==> config.mk <==
export PLATFORM = sky130hd
export DESIGN_NAME = clock_source_startup_timer
export DESIGN_NICKNAME = d
export VERILOG_FILES = /design/src/core/clock_source_startup_timer_pkg.sv /design/src/core/clock_source_startup_timer.sv /design/src/core/startup_cycle_counter.sv
export VERILOG_INCLUDE_DIRS = /design/src /design/src/core
export SDC_FILE = /design/constraint.sdc
export NUM_CORES = 1
export LEC_CHECK = 0
export BUFFER_PORTS_ARGS = -buffer_cell sky130_fd_sc_hd__buf_2
export CORE_MARGIN = 4
export CORE_UTILIZATION = 54
export DETAILED_ROUTE_END_ITERATION = 8
export PLACE_DENSITY = 0.84
export RECOVER_POWER = 100
export SLEW_MARGIN = 30
export SYNTH_ARGS = -nofsm -noshare
export SYNTH_HDL_FRONTEND = slang
export SYNTH_HIERARCHICAL = 1
export SYNTH_SLANG_ARGS = --single-unit
==> constraint.sdc <==
create_clock -name CLK_SYS_IN -period 2.8 [get_ports CLK_SYS_IN]
set_clock_uncertainty 0.15 [all_clocks]
set_input_delay 0.14 -clock CLK_SYS_IN [delete_from_list [all_inputs] [get_ports CLK_SYS_IN]]
set_output_delay 0.14 -clock CLK_SYS_IN [all_outputs]
set_load 0.02 [all_outputs]
==> src/core/clock_source_startup_timer_defines.svh <==
// Register map, fuse field layout, delivered defaults and start-up counts of the start-up timer
`ifndef CLOCK_SOURCE_STARTUP_TIMER_DEFINES_SVH
`define CLOCK_SOURCE_STARTUP_TIMER_DEFINES_SVH

`define FUSE_REG_ADDR         4'h0
`define TRIM_REG_ADDR         4'h4
`define STATUS_REG_ADDR       4'h8
`define CONTROL_REG_ADDR      4'hC

`define FUSE_FIELD_LSB        0
`define FUSE_FIELD_MSB        6
`define TRIM_FIELD_LSB        0
`define TRIM_FIELD_MSB        7
`define RESTART_BIT           0
`define LANE0_BIT             0

`define DEFAULT_SEL           4'h2
`define DEFAULT_SUT           2'h2
`define DEFAULT_DIV8_N        1'h0
`define RESET_TRIM            8'h00

`define SEL_LF_MIN            4'h4
`define SEL_LF_MAX            4'h7
`define SEL_CAP_A             4'h6
`define SEL_CAP_B             4'h7
`define SEL_RC                4'h2
`define SEL_LOW_BIT           0

`define SUT_NONE              2'h0
`define SUT_SHORT             2'h1
`define SUT_LONG              2'h2

`define CNT_ZERO              17'h0_0000
`define CNT_STEP              17'h0_0001
`define RC_WAKE_CYCLES        17'h0_0006
`define LF_SHORT_CYCLES       17'h0_0400
`define LF_LONG_CYCLES_DEF    17'h0_8000
`define WDT_SHORT_CYCLES      17'h0_1000
`define WDT_LONG_CYCLES_DEF   17'h1_0000

`define DIV_ZERO              3'h0
`define DIV_STEP              3'h1
`define DIV8_LAST             3'h7

`endif

==> src/core/clock_source_startup_timer_pkg.sv <==
// Types shared by the start-up timer files
package clock_source_startup_timer_pkg;

  typedef logic [16:0] cycle_count_t;

  typedef struct packed {
    logic       div8_n;
    logic [1:0] startup_time_fuses;
    logic [3:0] sel;
  } fuse_cfg_s;

  typedef enum logic [2:0] {
    ST_LOAD,
    ST_RESET_DELAY,
    ST_CYCLE_WAIT,
    ST_RUN,
    ST_SLEEP,
    ST_HALT
  } state_e;

  typedef struct packed {
    logic       run;
    logic       div8;
    logic       cfg_error;
    logic       rc_sel;
    logic       lf_sel;
    logic       cap_en;
    logic [2:0] state;
  } status_s;

endpackage

==> src/core/clock_source_startup_timer.sv <==
// Fuse-driven clock source selection, trim load and start-up delay sequencer with Avalon-MM registers
//
// How it works
// RULE1 - Select values 0100..0111 pick watch crystal
// RULE2 - Select 0110/0111 enables crystal load capacitors
// RULE3 - Crystal: fuse pair sets reset delay
// RULE4 - Crystal wake waits 1K or 32K cycles
// RULE5 - Select 0010 picks the internal RC oscillator
// RULE6 - Divide fuse programmed divides clock by eight
// RULE7 - Every reset copies factory trim into register
// RULE8 - Watchdog and time-out always use watchdog oscillator
// RULE9 - RC: six cycle wake, fuse pair delay
// RULE10 - Delivered default is RC, pair 10
// RULE11 - Programmer uses 1K settings only if stability irrelevant
// RULE12 - Programmer avoids shortest crystal settings near maximum
// RULE13 - Reset delay counts 4096 or 65536 watchdog cycles
// RULE14 - Reset: delay then cycles; wake: cycles only
`timescale 1ns/10ps
`include "clock_source_startup_timer_defines.svh"

module clock_source_startup_timer #(
  parameter clock_source_startup_timer_pkg::cycle_count_t WDT_LONG_CYCLES = `WDT_LONG_CYCLES_DEF,
  parameter clock_source_startup_timer_pkg::cycle_count_t LF_LONG_CYCLES  = `LF_LONG_CYCLES_DEF
) (
  input  wire logic        CLK_SYS_IN,            // System clock, 200 MHz
  input  wire logic        RESET_N_IN,            // Synchronous reset, active low
  input  wire logic        LF_XTAL_CLK_IN,        // Watch crystal oscillator level from crystal_pin_in
  input  wire logic        RC_OSC_CLK_IN,         // Internal RC oscillator level
  input  wire logic        WDT_OSC_CLK_IN,        // Watchdog oscillator level
  input  wire logic [7:0]  FACTORY_TRIM_IN,       // Factory calibration byte
  input  wire logic        SLEEP_REQ_IN,          // Enter power-down or power-save
  input  wire logic        WAKE_IN,               // Wake from sleep
  input  wire logic [3:0]  AVS_ADDRESS_IN,        // Avalon byte address
  input  wire logic        AVS_READ_IN,           // Avalon read
  input  wire logic        AVS_WRITE_IN,          // Avalon write
  input  wire logic [31:0] AVS_WRITEDATA_IN,      // Avalon write data
  input  wire logic [3:0]  AVS_BYTEENABLE_IN,     // Avalon byte enables
  output logic [31:0]      AVS_READDATA_OUT,      // Avalon read data
  output logic             AVS_WAITREQUEST_OUT,   // Avalon wait request
  output logic             EXEC_RUN_OUT,          // Instruction execution released
  output logic             LF_XTAL_SELECT_OUT,    // Watch crystal drives the chip
  output logic             RC_OSC_SELECT_OUT,     // RC oscillator drives the chip
  output logic             LOAD_CAP_EN_OUT,       // Internal capacitors on both crystal pins
  output logic             DIV8_OUT,              // System clock divided by eight
  output logic             SYSCLK_TICK_OUT,       // One system clock cycle
  output logic             WDT_TICK_OUT,          // One watchdog oscillator cycle
  output logic [7:0]       TRIM_OUT,              // oscillator_trim_register value
  output logic             CFG_ERROR_OUT          // Unsupported fuse setting, chip held
);

  clock_source_startup_timer_pkg::fuse_cfg_s    fuse;
  clock_source_startup_timer_pkg::fuse_cfg_s    active;
  clock_source_startup_timer_pkg::state_e       state;
  clock_source_startup_timer_pkg::state_e       next_state;
  clock_source_startup_timer_pkg::status_s      status;
  clock_source_startup_timer_pkg::cycle_count_t delay_target;
  clock_source_startup_timer_pkg::cycle_count_t wake_target;

  logic [7:0] trim;
  logic [2:0] div_cnt;
  logic       ack;
  logic       restart;
  logic       lf_prev;
  logic       rc_prev;
  logic       wdt_prev;
  logic       lf_edge;
  logic       rc_edge;
  logic       wdt_edge;
  logic       src_edge;
  logic       wdt_start;
  logic       cyc_start;
  logic       wdt_done;
  logic       cyc_done;
  logic       wr_take;
  logic       rd_take;
  logic       run;

  // Decoding of the fuse fields
  function automatic logic is_lf(input logic [3:0] sel);
    is_lf = (sel >= `SEL_LF_MIN) && (sel <= `SEL_LF_MAX);  // RULE1
  endfunction

  function automatic logic is_rc(input logic [3:0] sel);
    is_rc = (sel == `SEL_RC);  // RULE5
  endfunction

  function automatic logic cap_enabled(input logic [3:0] sel);
    cap_enabled = (sel == `SEL_CAP_A) || (sel == `SEL_CAP_B);  // RULE2
  endfunction

  // Only the watch crystal and RC sources are supported; the reserved pair is refused
  function automatic logic cfg_error(input clock_source_startup_timer_pkg::fuse_cfg_s cfg);
    logic bad_src;
    logic bad_sut;
    bad_src = !is_lf(cfg.sel) && !is_rc(cfg.sel);
    bad_sut = (cfg.startup_time_fuses != `SUT_NONE) && (cfg.startup_time_fuses != `SUT_SHORT) && (cfg.startup_time_fuses != `SUT_LONG);
    cfg_error = bad_src || bad_sut;
  endfunction

  function automatic clock_source_startup_timer_pkg::cycle_count_t reset_delay(input logic [1:0] startup_time_fuses);
    unique case (startup_time_fuses)
      `SUT_SHORT: reset_delay = `WDT_SHORT_CYCLES;  // RULE13
      `SUT_LONG:  reset_delay = WDT_LONG_CYCLES;    // RULE13
      default:    reset_delay = `CNT_ZERO;
    endcase
  endfunction

  function automatic clock_source_startup_timer_pkg::cycle_count_t wake_cycles(
    input clock_source_startup_timer_pkg::fuse_cfg_s cfg
  );
    if (is_rc(cfg.sel)) begin
      wake_cycles = `RC_WAKE_CYCLES;  // RULE9
    end else if (cfg.sel[`SEL_LOW_BIT]) begin
      wake_cycles = LF_LONG_CYCLES;  // RULE4
    end else begin
      wake_cycles = `LF_SHORT_CYCLES;  // RULE4
    end
  endfunction

  // Oscillator edges; the levels are synchronous to the system clock
  // Detectors follow the pins during reset so that release gives no false edge
  always_ff @(posedge CLK_SYS_IN) begin
    if (!RESET_N_IN) begin
      lf_prev  <= LF_XTAL_CLK_IN;
      rc_prev  <= RC_OSC_CLK_IN;
      wdt_prev <= WDT_OSC_CLK_IN;
    end else begin
      lf_prev  <= LF_XTAL_CLK_IN;
      rc_prev  <= RC_OSC_CLK_IN;
      wdt_prev <= WDT_OSC_CLK_IN;
    end
  end

  assign lf_edge  = LF_XTAL_CLK_IN && !lf_prev;
  assign rc_edge  = RC_OSC_CLK_IN && !rc_prev;
  assign wdt_edge = WDT_OSC_CLK_IN && !wdt_prev;
  assign src_edge = is_rc(active.sel) ? rc_edge : (is_lf(active.sel) && lf_edge);

  // Avalon slave: one wait cycle, then the access completes
  assign AVS_WAITREQUEST_OUT = (AVS_READ_IN || AVS_WRITE_IN) && !ack;
  assign wr_take             = AVS_WRITE_IN && ack && AVS_BYTEENABLE_IN[`LANE0_BIT];
  assign rd_take             = AVS_READ_IN && !ack;

  always_ff @(posedge CLK_SYS_IN) begin
    if (!RESET_N_IN) begin
      ack <= 1'b0;
    end else begin
      ack <= (AVS_READ_IN || AVS_WRITE_IN) && !ack;
    end
  end

  always_ff @(posedge CLK_SYS_IN) begin
    if (!RESET_N_IN) begin
      AVS_READDATA_OUT <= '0;
    end else if (rd_take) begin
      unique case (AVS_ADDRESS_IN)
        `FUSE_REG_ADDR:   AVS_READDATA_OUT <= 32'(fuse);
        `TRIM_REG_ADDR:   AVS_READDATA_OUT <= 32'(trim);
        `STATUS_REG_ADDR: AVS_READDATA_OUT <= 32'(status);
        default:          AVS_READDATA_OUT <= '0;
      endcase
    end
  end

  // Fuse bank; new settings act at the next restart
  always_ff @(posedge CLK_SYS_IN) begin
    if (!RESET_N_IN) begin
      fuse <= '{div8_n: `DEFAULT_DIV8_N, startup_time_fuses: `DEFAULT_SUT, sel: `DEFAULT_SEL};  // RULE10
    end else if (wr_take && (AVS_ADDRESS_IN == `FUSE_REG_ADDR)) begin
      fuse <= clock_source_startup_timer_pkg::fuse_cfg_s'(AVS_WRITEDATA_IN[`FUSE_FIELD_MSB:`FUSE_FIELD_LSB]);
    end
  end

  assign restart = wr_take && (AVS_ADDRESS_IN == `CONTROL_REG_ADDR) && AVS_WRITEDATA_IN[`RESTART_BIT];

  // Calibration byte is reloaded on every reset and restart
  always_ff @(posedge CLK_SYS_IN) begin
    if (!RESET_N_IN) begin
      trim <= FACTORY_TRIM_IN;  // RULE7
    end else if (state == clock_source_startup_timer_pkg::ST_LOAD) begin
      trim <= FACTORY_TRIM_IN;  // RULE7
    end else if (wr_take && (AVS_ADDRESS_IN == `TRIM_REG_ADDR)) begin
      trim <= AVS_WRITEDATA_IN[`TRIM_FIELD_MSB:`TRIM_FIELD_LSB];
    end
  end

  always_ff @(posedge CLK_SYS_IN) begin
    if (!RESET_N_IN) begin
      active <= '{div8_n: `DEFAULT_DIV8_N, startup_time_fuses: `DEFAULT_SUT, sel: `DEFAULT_SEL};  // RULE10
    end else if (state == clock_source_startup_timer_pkg::ST_LOAD) begin
      active <= fuse;
    end
  end

  // Start-up sequencer
  always_comb begin
    next_state = state;
    unique case (state)
      clock_source_startup_timer_pkg::ST_LOAD: begin
        if (cfg_error(fuse)) begin
          next_state = clock_source_startup_timer_pkg::ST_HALT;
        end else begin
          next_state = clock_source_startup_timer_pkg::ST_RESET_DELAY;  // RULE14
        end
      end
      clock_source_startup_timer_pkg::ST_RESET_DELAY: begin
        if (wdt_done) begin
          next_state = clock_source_startup_timer_pkg::ST_CYCLE_WAIT;  // RULE14
        end
      end
      clock_source_startup_timer_pkg::ST_CYCLE_WAIT: begin
        if (cyc_done) begin
          next_state = clock_source_startup_timer_pkg::ST_RUN;
        end
      end
      clock_source_startup_timer_pkg::ST_RUN: begin
        if (SLEEP_REQ_IN) begin
          next_state = clock_source_startup_timer_pkg::ST_SLEEP;
        end
      end
      clock_source_startup_timer_pkg::ST_SLEEP: begin
        if (WAKE_IN) begin
          next_state = clock_source_startup_timer_pkg::ST_CYCLE_WAIT;  // RULE14
        end
      end
      clock_source_startup_timer_pkg::ST_HALT: begin
        next_state = clock_source_startup_timer_pkg::ST_HALT;
      end
      default: begin
        next_state = clock_source_startup_timer_pkg::ST_LOAD;
      end
    endcase
    // A restart overrides every other transition
    if (restart) begin
      next_state = clock_source_startup_timer_pkg::ST_LOAD;
    end
  end

  always_ff @(posedge CLK_SYS_IN) begin
    if (!RESET_N_IN) begin
      state <= clock_source_startup_timer_pkg::ST_LOAD;
    end else begin
      state <= next_state;
    end
  end

  // Counters start on a clean entry only, never on a restart edge
  assign wdt_start = (state == clock_source_startup_timer_pkg::ST_LOAD) && !restart && !cfg_error(fuse);
  assign cyc_start = !restart && (((state == clock_source_startup_timer_pkg::ST_RESET_DELAY) && wdt_done) ||
                                  ((state == clock_source_startup_timer_pkg::ST_SLEEP) && WAKE_IN));

  assign delay_target = reset_delay(active.startup_time_fuses);  // RULE3 RULE9
  assign wake_target  = wake_cycles(active);

  // Real-time part of the reset delay runs on the watchdog oscillator
  startup_cycle_counter u_reset_delay (
    .clk_in     (CLK_SYS_IN),
    .reset_n_in (RESET_N_IN),
    .start_in   (wdt_start),
    .tick_in    (wdt_edge),  // RULE8 RULE13
    .target_in  (delay_target),
    .done_out   (wdt_done)
  );

  // Oscillator settling is counted in cycles of the selected source
  startup_cycle_counter u_cycle_wait (
    .clk_in     (CLK_SYS_IN),
    .reset_n_in (RESET_N_IN),
    .start_in   (cyc_start),
    .tick_in    (src_edge),  // RULE4 RULE9
    .target_in  (wake_target),
    .done_out   (cyc_done)
  );

  // System clock prescaler fixed by the divide fuse from start-up
  always_ff @(posedge CLK_SYS_IN) begin
    if (!RESET_N_IN) begin
      div_cnt <= `DIV_ZERO;
    end else if (state == clock_source_startup_timer_pkg::ST_LOAD) begin
      div_cnt <= `DIV_ZERO;
    end else if (src_edge) begin
      div_cnt <= (div_cnt == `DIV8_LAST) ? `DIV_ZERO : div_cnt + `DIV_STEP;  // RULE6
    end
  end

  assign run = (state == clock_source_startup_timer_pkg::ST_RUN);

  // One tick per source cycle, or per eighth source cycle when divided
  always_ff @(posedge CLK_SYS_IN) begin
    if (!RESET_N_IN) begin
      SYSCLK_TICK_OUT <= 1'b0;
    end else begin
      SYSCLK_TICK_OUT <= run && src_edge && (active.div8_n || (div_cnt == `DIV8_LAST));  // RULE6
    end
  end

  always_ff @(posedge CLK_SYS_IN) begin
    if (!RESET_N_IN) begin
      WDT_TICK_OUT <= 1'b0;
    end else begin
      WDT_TICK_OUT <= wdt_edge;  // RULE8
    end
  end

  // Source and capacitor controls follow the loaded fuses
  always_ff @(posedge CLK_SYS_IN) begin
    if (!RESET_N_IN) begin
      LF_XTAL_SELECT_OUT <= 1'b0;
      RC_OSC_SELECT_OUT  <= 1'b0;
      LOAD_CAP_EN_OUT    <= 1'b0;
      DIV8_OUT           <= 1'b0;
    end else begin
      LF_XTAL_SELECT_OUT <= is_lf(active.sel);  // RULE1
      RC_OSC_SELECT_OUT  <= is_rc(active.sel);  // RULE5
      LOAD_CAP_EN_OUT    <= cap_enabled(active.sel);  // RULE2
      DIV8_OUT           <= !active.div8_n;  // RULE6
    end
  end

  // Levels follow the state being entered, so they rise with the state itself
  always_ff @(posedge CLK_SYS_IN) begin
    if (!RESET_N_IN) begin
      EXEC_RUN_OUT  <= 1'b0;
      CFG_ERROR_OUT <= 1'b0;
    end else begin
      EXEC_RUN_OUT  <= (next_state == clock_source_startup_timer_pkg::ST_RUN);  // RULE14
      CFG_ERROR_OUT <= (next_state == clock_source_startup_timer_pkg::ST_HALT);
    end
  end

  assign TRIM_OUT = trim;

  // Status word as read back over the bus
  assign status = '{run:       EXEC_RUN_OUT,
                    div8:      DIV8_OUT,
                    cfg_error: CFG_ERROR_OUT,
                    rc_sel:    RC_OSC_SELECT_OUT,
                    lf_sel:    LF_XTAL_SELECT_OUT,
                    cap_en:    LOAD_CAP_EN_OUT,
                    state:     state};

endmodule

==> src/core/startup_cycle_counter.sv <==
// Counts tick pulses from a start pulse until a target count is reached
`timescale 1ns/10ps
`include "clock_source_startup_timer_defines.svh"

module startup_cycle_counter (
  input  wire logic                                          clk_in,       // System clock
  input  wire logic                                          reset_n_in,   // Synchronous reset, active low
  input  wire logic                                          start_in,     // Restart counting from zero
  input  wire logic                                          tick_in,      // One counted cycle
  input  wire clock_source_startup_timer_pkg::cycle_count_t  target_in,    // Cycles to wait
  output logic                                               done_out      // Target reached
);

  clock_source_startup_timer_pkg::cycle_count_t count;
  logic                                         busy;

  always_ff @(posedge clk_in) begin
    if (!reset_n_in) begin
      busy <= 1'b0;
    end else if (start_in) begin
      busy <= 1'b1;
    end
  end

  always_ff @(posedge clk_in) begin
    if (!reset_n_in) begin
      count <= `CNT_ZERO;
    end else if (start_in) begin
      count <= `CNT_ZERO;
    end else if (busy && tick_in && (count != target_in)) begin
      count <= count + `CNT_STEP;
    end
  end

  assign done_out = busy && (count == target_in);

endmodule

==> results of run 1 <==
final cells by class:
type | count | area (um2) | area share [%]
clock buffer | 10 | 128 | 2.40
clock inverter | 6 | 70.1 | 1.32
inverter | 8 | 30.0 | 0.564
multi-input combinational | 417 | 2600 | 48.8
sequential | 85 | 1780 | 33.5
tap | 105 | 131 | 2.47
timing repair buffer | 94 | 582 | 10.9
worst max-delay path, cell delays in order (launching register included):
cell and delay (ps):
dfxtp_1 380, nor4b_4 310, buf_4 200, xor2_2 80, nor4_2 290, nand4_1 230, nor3_1 250, o21ai_0 140
a2111o_1 490, nor3_1 190
cell usage in the layout (no fill, tap or decap), drive strengths merged, types with 7 or more instances in the layout:
cell,instances
nor3,9
xnor2,8
clkbuf,45
and2,14
o21ai,23
edfxtp,8
conb,51
buf,38
dlygate4sd3,21
nand3,23
o31ai,9
nand2,56
mux2,8
o211ai,12
inv,11
or4,18
nor2b,16
a21oi,17
a21boi,13
nor4,8
mux2i,16
or3,8
nand4,9
dfxtp,77
xor2,32
nor2,27
nand2b,7
power breakdown:
group | internal, W | switching, W
clock | 0.000422 | 0.000481
combinational | 0.0000982 | 0.000167
sequential | 0.00125 | 0.0000174
total | 0.00177 | 0.000666
path summary, 6_finish.rpt:
kind | to | startpoint | cells after the start
worst max-delay path | CFG_ERROR_OUT | active[0] | 9
worst min-delay path | ack | AVS_READ_IN | 4
worst max register to register | CFG_ERROR_OUT | active[0] | 9
worst min register to register | DIV8_OUT | active[6] | 1
synth_stat cells, types with 8 or more instances:
| master | number |
|---|---|
| o31ai_1 | 9 |
| or3_1 | 8 |
| edfxtp_1 | 8 |
| xnor2_1 | 8 |
| inv_1 | 8 |
| xor2_1 | 32 |
| o21ai_0 | 23 |
| mux2i_1 | 16 |
| clkbuf_1 | 15 |
| nor2b_1 | 16 |
| or4_1 | 18 |
| nand3_1 | 23 |
| nand2_1 | 56 |
| nor2_1 | 27 |
| dfxtp_1 | 77 |
| buf_4 | 26 |
| mux2_2 | 8 |
| a21oi_1 | 17 |
| a21boi_0 | 13 |
| and2_1 | 14 |
| o211ai_1 | 12 |
| nor3_1 | 9 |
stage by stage:
step                cell area (um2)  setup TNS (ps)  worst slack (ps)  util (%)
floorplan                      4690               0               377         -
global placement               4950               0               235      60.5
detailed placement             4950               0               136      60.5
CTS                            5360               0              62.4      65.5
global route                   5320           -40.9             -40.9      65.1
finish                         5320               0              29.5      65.1
registers in the layout, summed over array words and instances, names as in the netlist, 3 cells and up:
signal	count
div_cnt	3
u_reset_delay/count	17
AVS_READDATA_OUT	9
state	3
u_cycle_wait/count	17
active	7
TRIM_OUT	8
fuse	7
per-layer routing:
metal	GRT usage (%)	up-vias
met5	0	-
met4	11.7	0
met3	4.35	47
met2	39.7	192
met1	29.7	1930
li1	-	1942
repair_timing:
item	CTS	global route
resized for setup	0	7
endpoints found under the hold margin	20	0
hold buffers	21	0
setup endpoints to repair	0	21
setup buffers	0	2
cells by family (layout without fill, tap and decap cells):
| group | after synthesis | count (layout) | synth area share, % |
|---|---|---|---|
| other | 1 | 51 | 0.0832 |
| DFF | 85 | 85 | 39.5 |
| AOI/OAI and AO/OA | 85 | 85 | 12.1 |
| xor gates and xnor gates | 40 | 40 | 7.78 |
| adders and majority gates | 4 | 4 | 1.11 |
| muxes | 24 | 24 | 5.55 |
| and+or+nand+nor | 213 | 213 | 26.9 |
| buffers and inverters | 54 | 118 | 6.94 |
==> impl_results.md, run 1 <==
- Starting Density: 55.1%
- First-pass GRT wire length: 19.0 mm
- Synth Warn #: 6
- Smallest hold slack: 55.4 ps
- PortBufs: 55
- Final hold violation count: 0
- CTS root buf: clkbuf_8
- Startpoint class of the critical path: register
- Post-Syn Instances: 506
- DP HPWL: 7.59 mm
- Fillers: 653
- Drt drc: 0
- Crit-path max FO: 4
- Avg WL per Cell: 16.1 um
- Slew @ Worst Pin: 1070 ps
- Tcrit/Tclk final: 98.9%
- Total Wirelength: 11.7 mm
- Pre-antenna DRT Iters: 7
- Slew HR: 27.8%
- RSZ-0062 raised after global routing: yes
- DR iter-0 viols: 273
- Worst vdd ir: 328 uV
- Detail Route Antenna Nets: 0
- Overall power: 0.00244 W
- Later-pin clock latency in the skew report: 360 ps
- Cell Area, Synth: 0.00451 mm2
- Die W: 99.3 um
- Crit path kind: register to register
- Row count: 33
- Num CTS Buffers: 9
- Wl on met1: 4.61 mm
- Fin crit period: 2770 ps
- Synth-to-Final Area Change: 18.1%
- Remaining Overflow, GRT: 0
- Met2 routed WL: 5.91 mm
- Layout cells sized above 1: 11.8%
- Synth top area cells: dfxtp_1 34%, xor2_1 6.2%, edfxtp_1 5.3%
- Part of the Yosys area used for sequential elements: 39.5%
- Inst Count DP: 686
- Synthesized area per cell: 8.90 um2
- Clk sinks: 85
- Metal3 WL: 776 um
- Top Layer Used: met4
- Clock Path Buffers: 2
- Vias after detailed routing: 4111
- Post-synth EDFFs: 8
- Outcome: finished, final reports clean
- Slew Limit Fails: 0
- Pwr/cell area: 458 mW/mm2
- Synth area leader: dfxtp_1
- Worst setup EP type: register
- Die ar.: 0.00987 mm2
- GP Congestion: 0.919
- Die span in y: 99.3 um
- Number of inserted diodes: 0
- Asr flop ratio synth: 0%
- Leak Pwr: 2.11 nW
- Core box area: 0.00818 mm2
- CTS tree: yes
- WP data required: 2940 ps
- Non-filler cells, final: 725
- Nets@finish: 676
- Netlist cell types: 52
- Critical path data arrival time: 2910 ps
- H-Tree Depth: 3
- Min-delay worst type: input pin to register
- R2R setup slack: 30 ps
- I/O pin cnt: 106
- Vias per cell: 5.67
- Vias in the first global route: 3953
- Reg clk slew, reported paths: 100 ps
- Max cap viols: 0
- Post-synth top area share: 34.2%
- Largest net degree at the start of global routing: 26
- FF+latch count, synth: 85
- Most used flip-flop cell after synthesis: dfxtp_1
- Gr usage total: 23.8%
- Max frequency: 361 MHz
- # setup viols final: 0
- Initial antenna violation count: 0
No activity file was read; power rests on OpenSTA's default activity.
==> run 2: changes to the inputs <==
--- a/config.mk
+++ b/config.mk
@@ -10,9 +10,9 @@
 export CORE_MARGIN = 4
 export CORE_UTILIZATION = 54
 export DETAILED_ROUTE_END_ITERATION = 8
-export PLACE_DENSITY = 0.84
+export PLACE_DENSITY = 0.8
 export RECOVER_POWER = 100
-export SLEW_MARGIN = 30
+export SLEW_MARGIN = 10
 export SYNTH_ARGS = -nofsm -noshare
 export SYNTH_HDL_FRONTEND = slang
 export SYNTH_HIERARCHICAL = 1
==> run 2 against run 1 <==
  * Register-to-register slack improved by 140 ps
  * Critical endpoint is now TRIM_OUT[2]
  * Final cell count increased by 0.14%
  * Largest power group unchanged
  * Power decreased by 3.3%
  * Flip-flop and latch count unchanged
==> impl_results.md, run 2 (synthesis results as in run 1) <==
- Outcome: finished, final reports clean
- Max stage delay on crit path: 570 ps (+80 ps)
- Crit path kind: register to register
- Largest net degree at the start of global routing: 26 (unchanged)
- Later-pin clock latency in the skew report: 360 ps (about the same)
- Slew @ Worst Pin: 1110 ps (+38.8 ps)
- Vias per cell: 5.43 (-4.3%)
- Dpl cell area: 0.00494 mm2 (-0.15%)
- Biggest regs: u_cycle_wait/count (17), u_reset_delay/count (17), AVS_READDATA_OUT (9)
- Die span in y: 99.3 um (unchanged)
- Worst setup EP type: register
- Number of inserted diodes: 0 (unchanged)
- Startpoint class of the critical path: register
- Critical-path top delay cell: dlygate4sd3_1
- WP data required: 2760 ps (-180 ps)
- Remaining Overflow, GRT: 0 (unchanged)
- Detail Route Antenna Nets: 0 (unchanged)
- Pre-antenna DRT Iters: 5 (-2)
- Setup ws final: 165 ps (+136 ps)
- Drt drc: 0 (unchanged)
- H-Tree Depth: 3 (unchanged)
- First-pass GRT wire length: 17.9 mm (-6.1%)
- Slew HR: 25.2% (-2.6 points)
- WP buf/inv: 2 (+1)
- Row count: 33 (unchanged)
- Vias after detailed routing: 3941 (-4.1%)
- Initial antenna violation count: 0 (unchanged)
- CTS root buf: clkbuf_8
- Nets@finish: 677 (+0.15%)
- Design Area, Final: 0.00533 mm2 (about the same)
- Leak Pwr: 2.12 nW (+0.44%)
- Core box area: 0.00818 mm2 (unchanged)
- PortBufs: 55 (unchanged)
- Final hold violation count: 0 (unchanged)
- DP HPWL: 7.44 mm (-1.9%)
- Clock Path Buffers: 2 (unchanged)
- Fin crit period: 2630 ps (-136 ps)
- Reg clk slew, reported paths: 90 ps (about the same)
- Max cap viols: 0 (unchanged)
- Crit-path max FO: 12 (+8)
- Fillers: 665 (+1.8%)
- I/O pin cnt: 106 (unchanged)
- Pre-CTS setup slack: 99.0 ps (-36.6 ps)
- Min-delay worst type: input pin to register
- Setup crit end: TRIM_OUT[2]
- Cell class contributing the biggest share of worst-path delay: buffers and inverters
- RR Endpoint: TRIM_OUT[2]
- Overall power: 0.00236 W (-3.3%)
- Max frequency: 380 MHz (+5.1%)
- Worst vdd ir: 297 uV (-9.4%)
- Starting Density: 55.1% (unchanged)
- R2R setup slack: 170 ps (+140 ps)
- Layout cells sized above 1: 12.1% (+0.30 points)
- Clk sinks: 85 (unchanged)
- Die ar.: 0.00987 mm2 (unchanged)
- Commonest non-fill, non-tap cells in the layout: 77 x dfxtp_1, 55 x nand2_1, 51 x conb_1
- CP Depth: 5 (-4)
- Synth-to-Final Area Change: 18.2% (about the same)
- DR iter-0 viols: 309 (+13%)
- Total Neg Setup Slack: 0 ps (unchanged)
- Tcrit/Tclk final: 94.1% (-4.8 points)
- Vias in the first global route: 3750 (-5.1%)
- Gr usage total: 22.4% (-1.5 points)
- RSZ-0062 raised after global routing: no
- Crit path cell chain: or3_1, buf_4, nand2_2, mux2_2, dlygate4sd3_1
- Hold Crit Start: AVS_WRITE_IN
- Pwr/cell area: 443 mW/mm2 (-3.4%)
- Slew Limit Fails: 0 (unchanged)
- Critical Path Source: state[2]
- Die W: 99.3 um (unchanged)
- Num CTS Buffers: 9 (unchanged)
- Smallest hold slack: 60.5 ps (+5.06 ps)
- Worst R2R Path Depth: 5 (-4)
- R2r startpoint: state[2]
- GP Congestion: 0.927 (+0.84%)
- CTS tree: yes
- # setup viols final: 0 (unchanged)
- Commonest non-fill, non-tap cell in the layout: dfxtp_1
- Critical path data arrival time: 2600 ps (-310 ps)
- Avg WL per Cell: 15.1 um (-6.2%)
- Total Wirelength: 11.0 mm (-6.1%)
==> run 2: how the worst min path moves through the flow <==
stage                     slack (ps)        to  cells past startpoint
after floorplan                   20   lf_prev                      0
after global placement           100  wdt_prev                      1
after detailed placement         110  wdt_prev                      1
after CTS                         20       ack                      4
after global routing              90       ack                      4
final                             60       ack                      4
==> run 2: timing repair <==
item,in CTS,in global routing
hold endpoints to repair,21,0
setup endpoints to repair,0,22
resized for setup,0,8
hold buffers,24,0
setup buffers,0,1
==> run 2: tightest hold or removal path, stage by stage <==
cell    delay, ps
buf_2         110
nor2_1         50
nor2_1        110
and2_0        130
==> run 2: through the flow <==
| stage | utilization, % | cells |
|---|---|---|
| after floorplan | - | 556 |
| after global routing | 65.1 | 726 |
| after CTS | 65.6 | 725 |
| after global placement | 60.5 | 685 |
| after detailed placement | 60.5 | 685 |
| final | 65.1 | 726 |
==> run 2: per-layer routing <==
metal	up-vias	wire, um	share of wire (%)	global-route usage [%]
met4	0	236	2.2	8.61
met5	-	0	0	0
met3	23	685	6.2	4.91
li1	1946	-	-	-
met2	145	5350	49	36.9
met1	1827	4700	43	28.6
==> run 2: area by class of cell <==
| type | instances | area [um2] | area share (%) |
|---|---|---|---|
| well taps | 105 | 131 | 2.47 |
| inverters | 8 | 30.0 | 0.564 |
| clock buffers | 9 | 124 | 2.33 |
| clock inverters | 7 | 57.6 | 1.08 |
| repair buffers | 95 | 599 | 11.3 |
| flip-flops and latches | 85 | 1780 | 33.5 |
| multi-input cells | 417 | 2600 | 48.8 |
==> run 2: where the power goes <==
part           switching, W  leakage, nW  total, W  internal, W
Combinational      0.000164         1.32  0.000265     0.000102
Clock              0.000487       0.0964  0.000824     0.000337
Sequential        0.0000173        0.705   0.00127      0.00125
==> run 3: changes to the inputs <==
==> constraint.sdc (replaced) <==
create_clock -name CLK_SYS_IN -period 2.8 [get_ports CLK_SYS_IN]
set_clock_uncertainty 0.15 [all_clocks]
set_input_delay 0.56 -clock CLK_SYS_IN [delete_from_list [all_inputs] [get_ports CLK_SYS_IN]]
set_output_delay 0.56 -clock CLK_SYS_IN [all_outputs]
set_load 0.02 [all_outputs]
==> run 3 against run 2 <==
  * Register-to-register slack improved by 40 ps
  * Die area unchanged
  * Critical path depth increased by 4
  * Final cell count decreased by 2.8%
  * Count of clock-buffer cells in the layout unchanged
  * Clock power increased by 13%
  * Critical endpoint is now CFG_ERROR_OUT
==> impl_results.md, run 3 (synthesis results as in run 1) <==
- Overall power: 0.00243 W (+3.1%)
- Nets@finish: 657 (-3.0%)
- Biggest regs: u_cycle_wait/count (17), u_reset_delay/count (17), AVS_READDATA_OUT (9)
- Crit-path max FO: 4 (-8)
- Tcrit/Tclk final: 92.7% (-1.4 points)
- Vias in the first global route: 3723 (-0.72%)
- WP data required: 2940 ps (+180 ps)
- Row count: 33 (unchanged)
- PortBufs: 55 (unchanged)
- Num CTS Buffers: 9 (unchanged)
- Wl on met1: 4.46 mm (-5.1%)
- Later-pin clock latency in the skew report: 360 ps (about the same)
- Outcome: finished, final reports clean
- Initial antenna violation count: 0 (unchanged)
- # setup viols final: 0 (unchanged)
- Detail Route Antenna Nets: 0 (unchanged)
- GP Congestion: 0.919 (-0.82%)
- Worst vdd ir: 359 uV (+21%)
- Total Wirelength: 10.5 mm (-4.7%)
- Commonest non-fill, non-tap cell in the layout: dfxtp_1
- Max cap viols: 0 (unchanged)
- Gr usage total: 22.0% (-0.34 points)
- Slew Limit Fails: 0 (unchanged)
- Non-filler cells, final: 706 (-2.8%)
- Fin crit period: 2590 ps (-40.3 ps)
- Met2 routed WL: 5.15 mm (-3.6%)
- First-pass GRT wire length: 17.6 mm (-1.2%)
- H-Tree Depth: 3 (unchanged)
- CTS root buf: clkbuf_8
- Min-delay worst type: input pin to register
- Startpoint class of the critical path: register
- Die ar.: 0.00987 mm2 (unchanged)
- Die W: 99.3 um (unchanged)
- I/O pin cnt: 106 (unchanged)
- Final hold violation count: 0 (unchanged)
- Commonest non-fill, non-tap cells in the layout: 77 x dfxtp_1, 56 x nand2_1, 51 x conb_1
- Metal3 WL: 624 um (-8.9%)
- Remaining Overflow, GRT: 0 (unchanged)
- Avg WL per Cell: 14.8 um (-2.0%)
- Vias after detailed routing: 3920 (-0.53%)
- R2R setup slack: 210 ps (+40 ps)
- Slew @ Worst Pin: 1010 ps (-99.3 ps)
- Inst Count DP: 689 (+0.58%)
- Total Neg Setup Slack: 0 ps (unchanged)
- Number of inserted diodes: 0 (unchanged)
- Vias per cell: 5.55 (+2.3%)
- Layout cells sized above 1: 12.6% (+0.57 points)
- Slew HR: 31.9% (+6.7 points)
- Drt drc: 0 (unchanged)
- Clock Path Buffers: 2 (unchanged)
- Max frequency: 385 MHz (+1.6%)
- Reg clk slew, reported paths: 100 ps (about the same)
- Critical path data arrival time: 2740 ps (+140 ps)
- CTS tree: yes
- Synth-to-Final Area Change: 14.0%
- DR iter-0 viols: 170 (-45%)
- Die span in y: 99.3 um (unchanged)
- RSZ-0062 raised after global routing: no
- Largest net degree at the start of global routing: 26 (unchanged)
- Leak Pwr: 2.04 nW (-3.5%)
- Pre-antenna DRT Iters: 5 (unchanged)
- Hold buffer count at cts: 0 (-100%)
- DP HPWL: 7.83 mm (+5.2%)
- Core box area: 0.00818 mm2 (unchanged)
- Starting Density: 55.1% (unchanged)
- Top Layer Used: met4
- Pwr/cell area: 473 mW/mm2 (+6.9%)
- Crit path kind: register to register
- Worst setup EP type: register
- Clk sinks: 85 (unchanged)
-- run 3: cell types whose count changed in the layout (fill, tap and decap cells not counted), moves of 2 or more --
cell           before  now
and2_1             10    8
clkinv_4            2    0
buf_4              10   12
dlygate4sd3_1      24    0
inv_6               2    5
and2_0              4    6
clkbuf_1           31   35
-- run 3: worst paths after layout --
kind	start	endpoint	cells after the start
setup / recovery	active[3]	CFG_ERROR_OUT	9
hold / removal	WDT_OSC_CLK_IN	wdt_prev	1
setup reg to reg	active[3]	CFG_ERROR_OUT	9
hold reg to reg	active[6]	DIV8_OUT	1
-- run 3: worst max-delay path: stages (launching register included) --
cell	delay [ps]
dfxtp_1	370
nor4b_4	340
nor2_1	110
xor2_1	170
nor4_1	260
nand4_1	200
nor3_2	150
o21ai_0	110
a2111o_1	480
nor3_1	180
-- run 3: what timing repair did --
item / CTS / global route
resized for setup: 0 / 4
buffers inserted: 0 / 1
setup endpoints to repair: 0 / 20
-- run 3: power by group --
part | switching (W) | leakage, nW | internal, W | total, W
registers | 0.0000164 | 0.705 | 0.00125 | 0.00127
logic | 0.000154 | 1.23 | 0.0000778 | 0.000232
clock network | 0.000498 | 0.108 | 0.000435 | 0.000933
-- run 3: final cells by class --
type,instances,area (um2)
Tap cell,105,131
Inverter,8,30.0
Sequential cell,85,1780
Fill cell,727,3040
Multi-Input combinational cell,417,2610
Clock buffer,9,124
Timing Repair Buffer,75,377
Clock inverter,7,85.1
-- run 3: metrics by stage --
step / area [um2] / hold slack, ps / setup slack (ps) / util (%)
3_5_place_dp: 4970 / 283 / 85.7 / 60.8
3_3_place_gp: 4970 / 277 / 154 / 60.8
4_1_cts: 5180 / 143 / 31.1 / 63.4
5_1_grt: 5140 / 142 / 6.93 / 62.8
6_report: 5140 / 153 / 205 / 62.8
2_1_floorplan: 4690 / 264 / 377 / -
-- run 3: layer usage --
metal | track usage (%) | vias up
met4 | 7.77 | 0
met1 | 28.5 | 1867
met3 | 4.28 | 24
met5 | 0 | -
met2 | 36.7 | 122
li1 | - | 1907
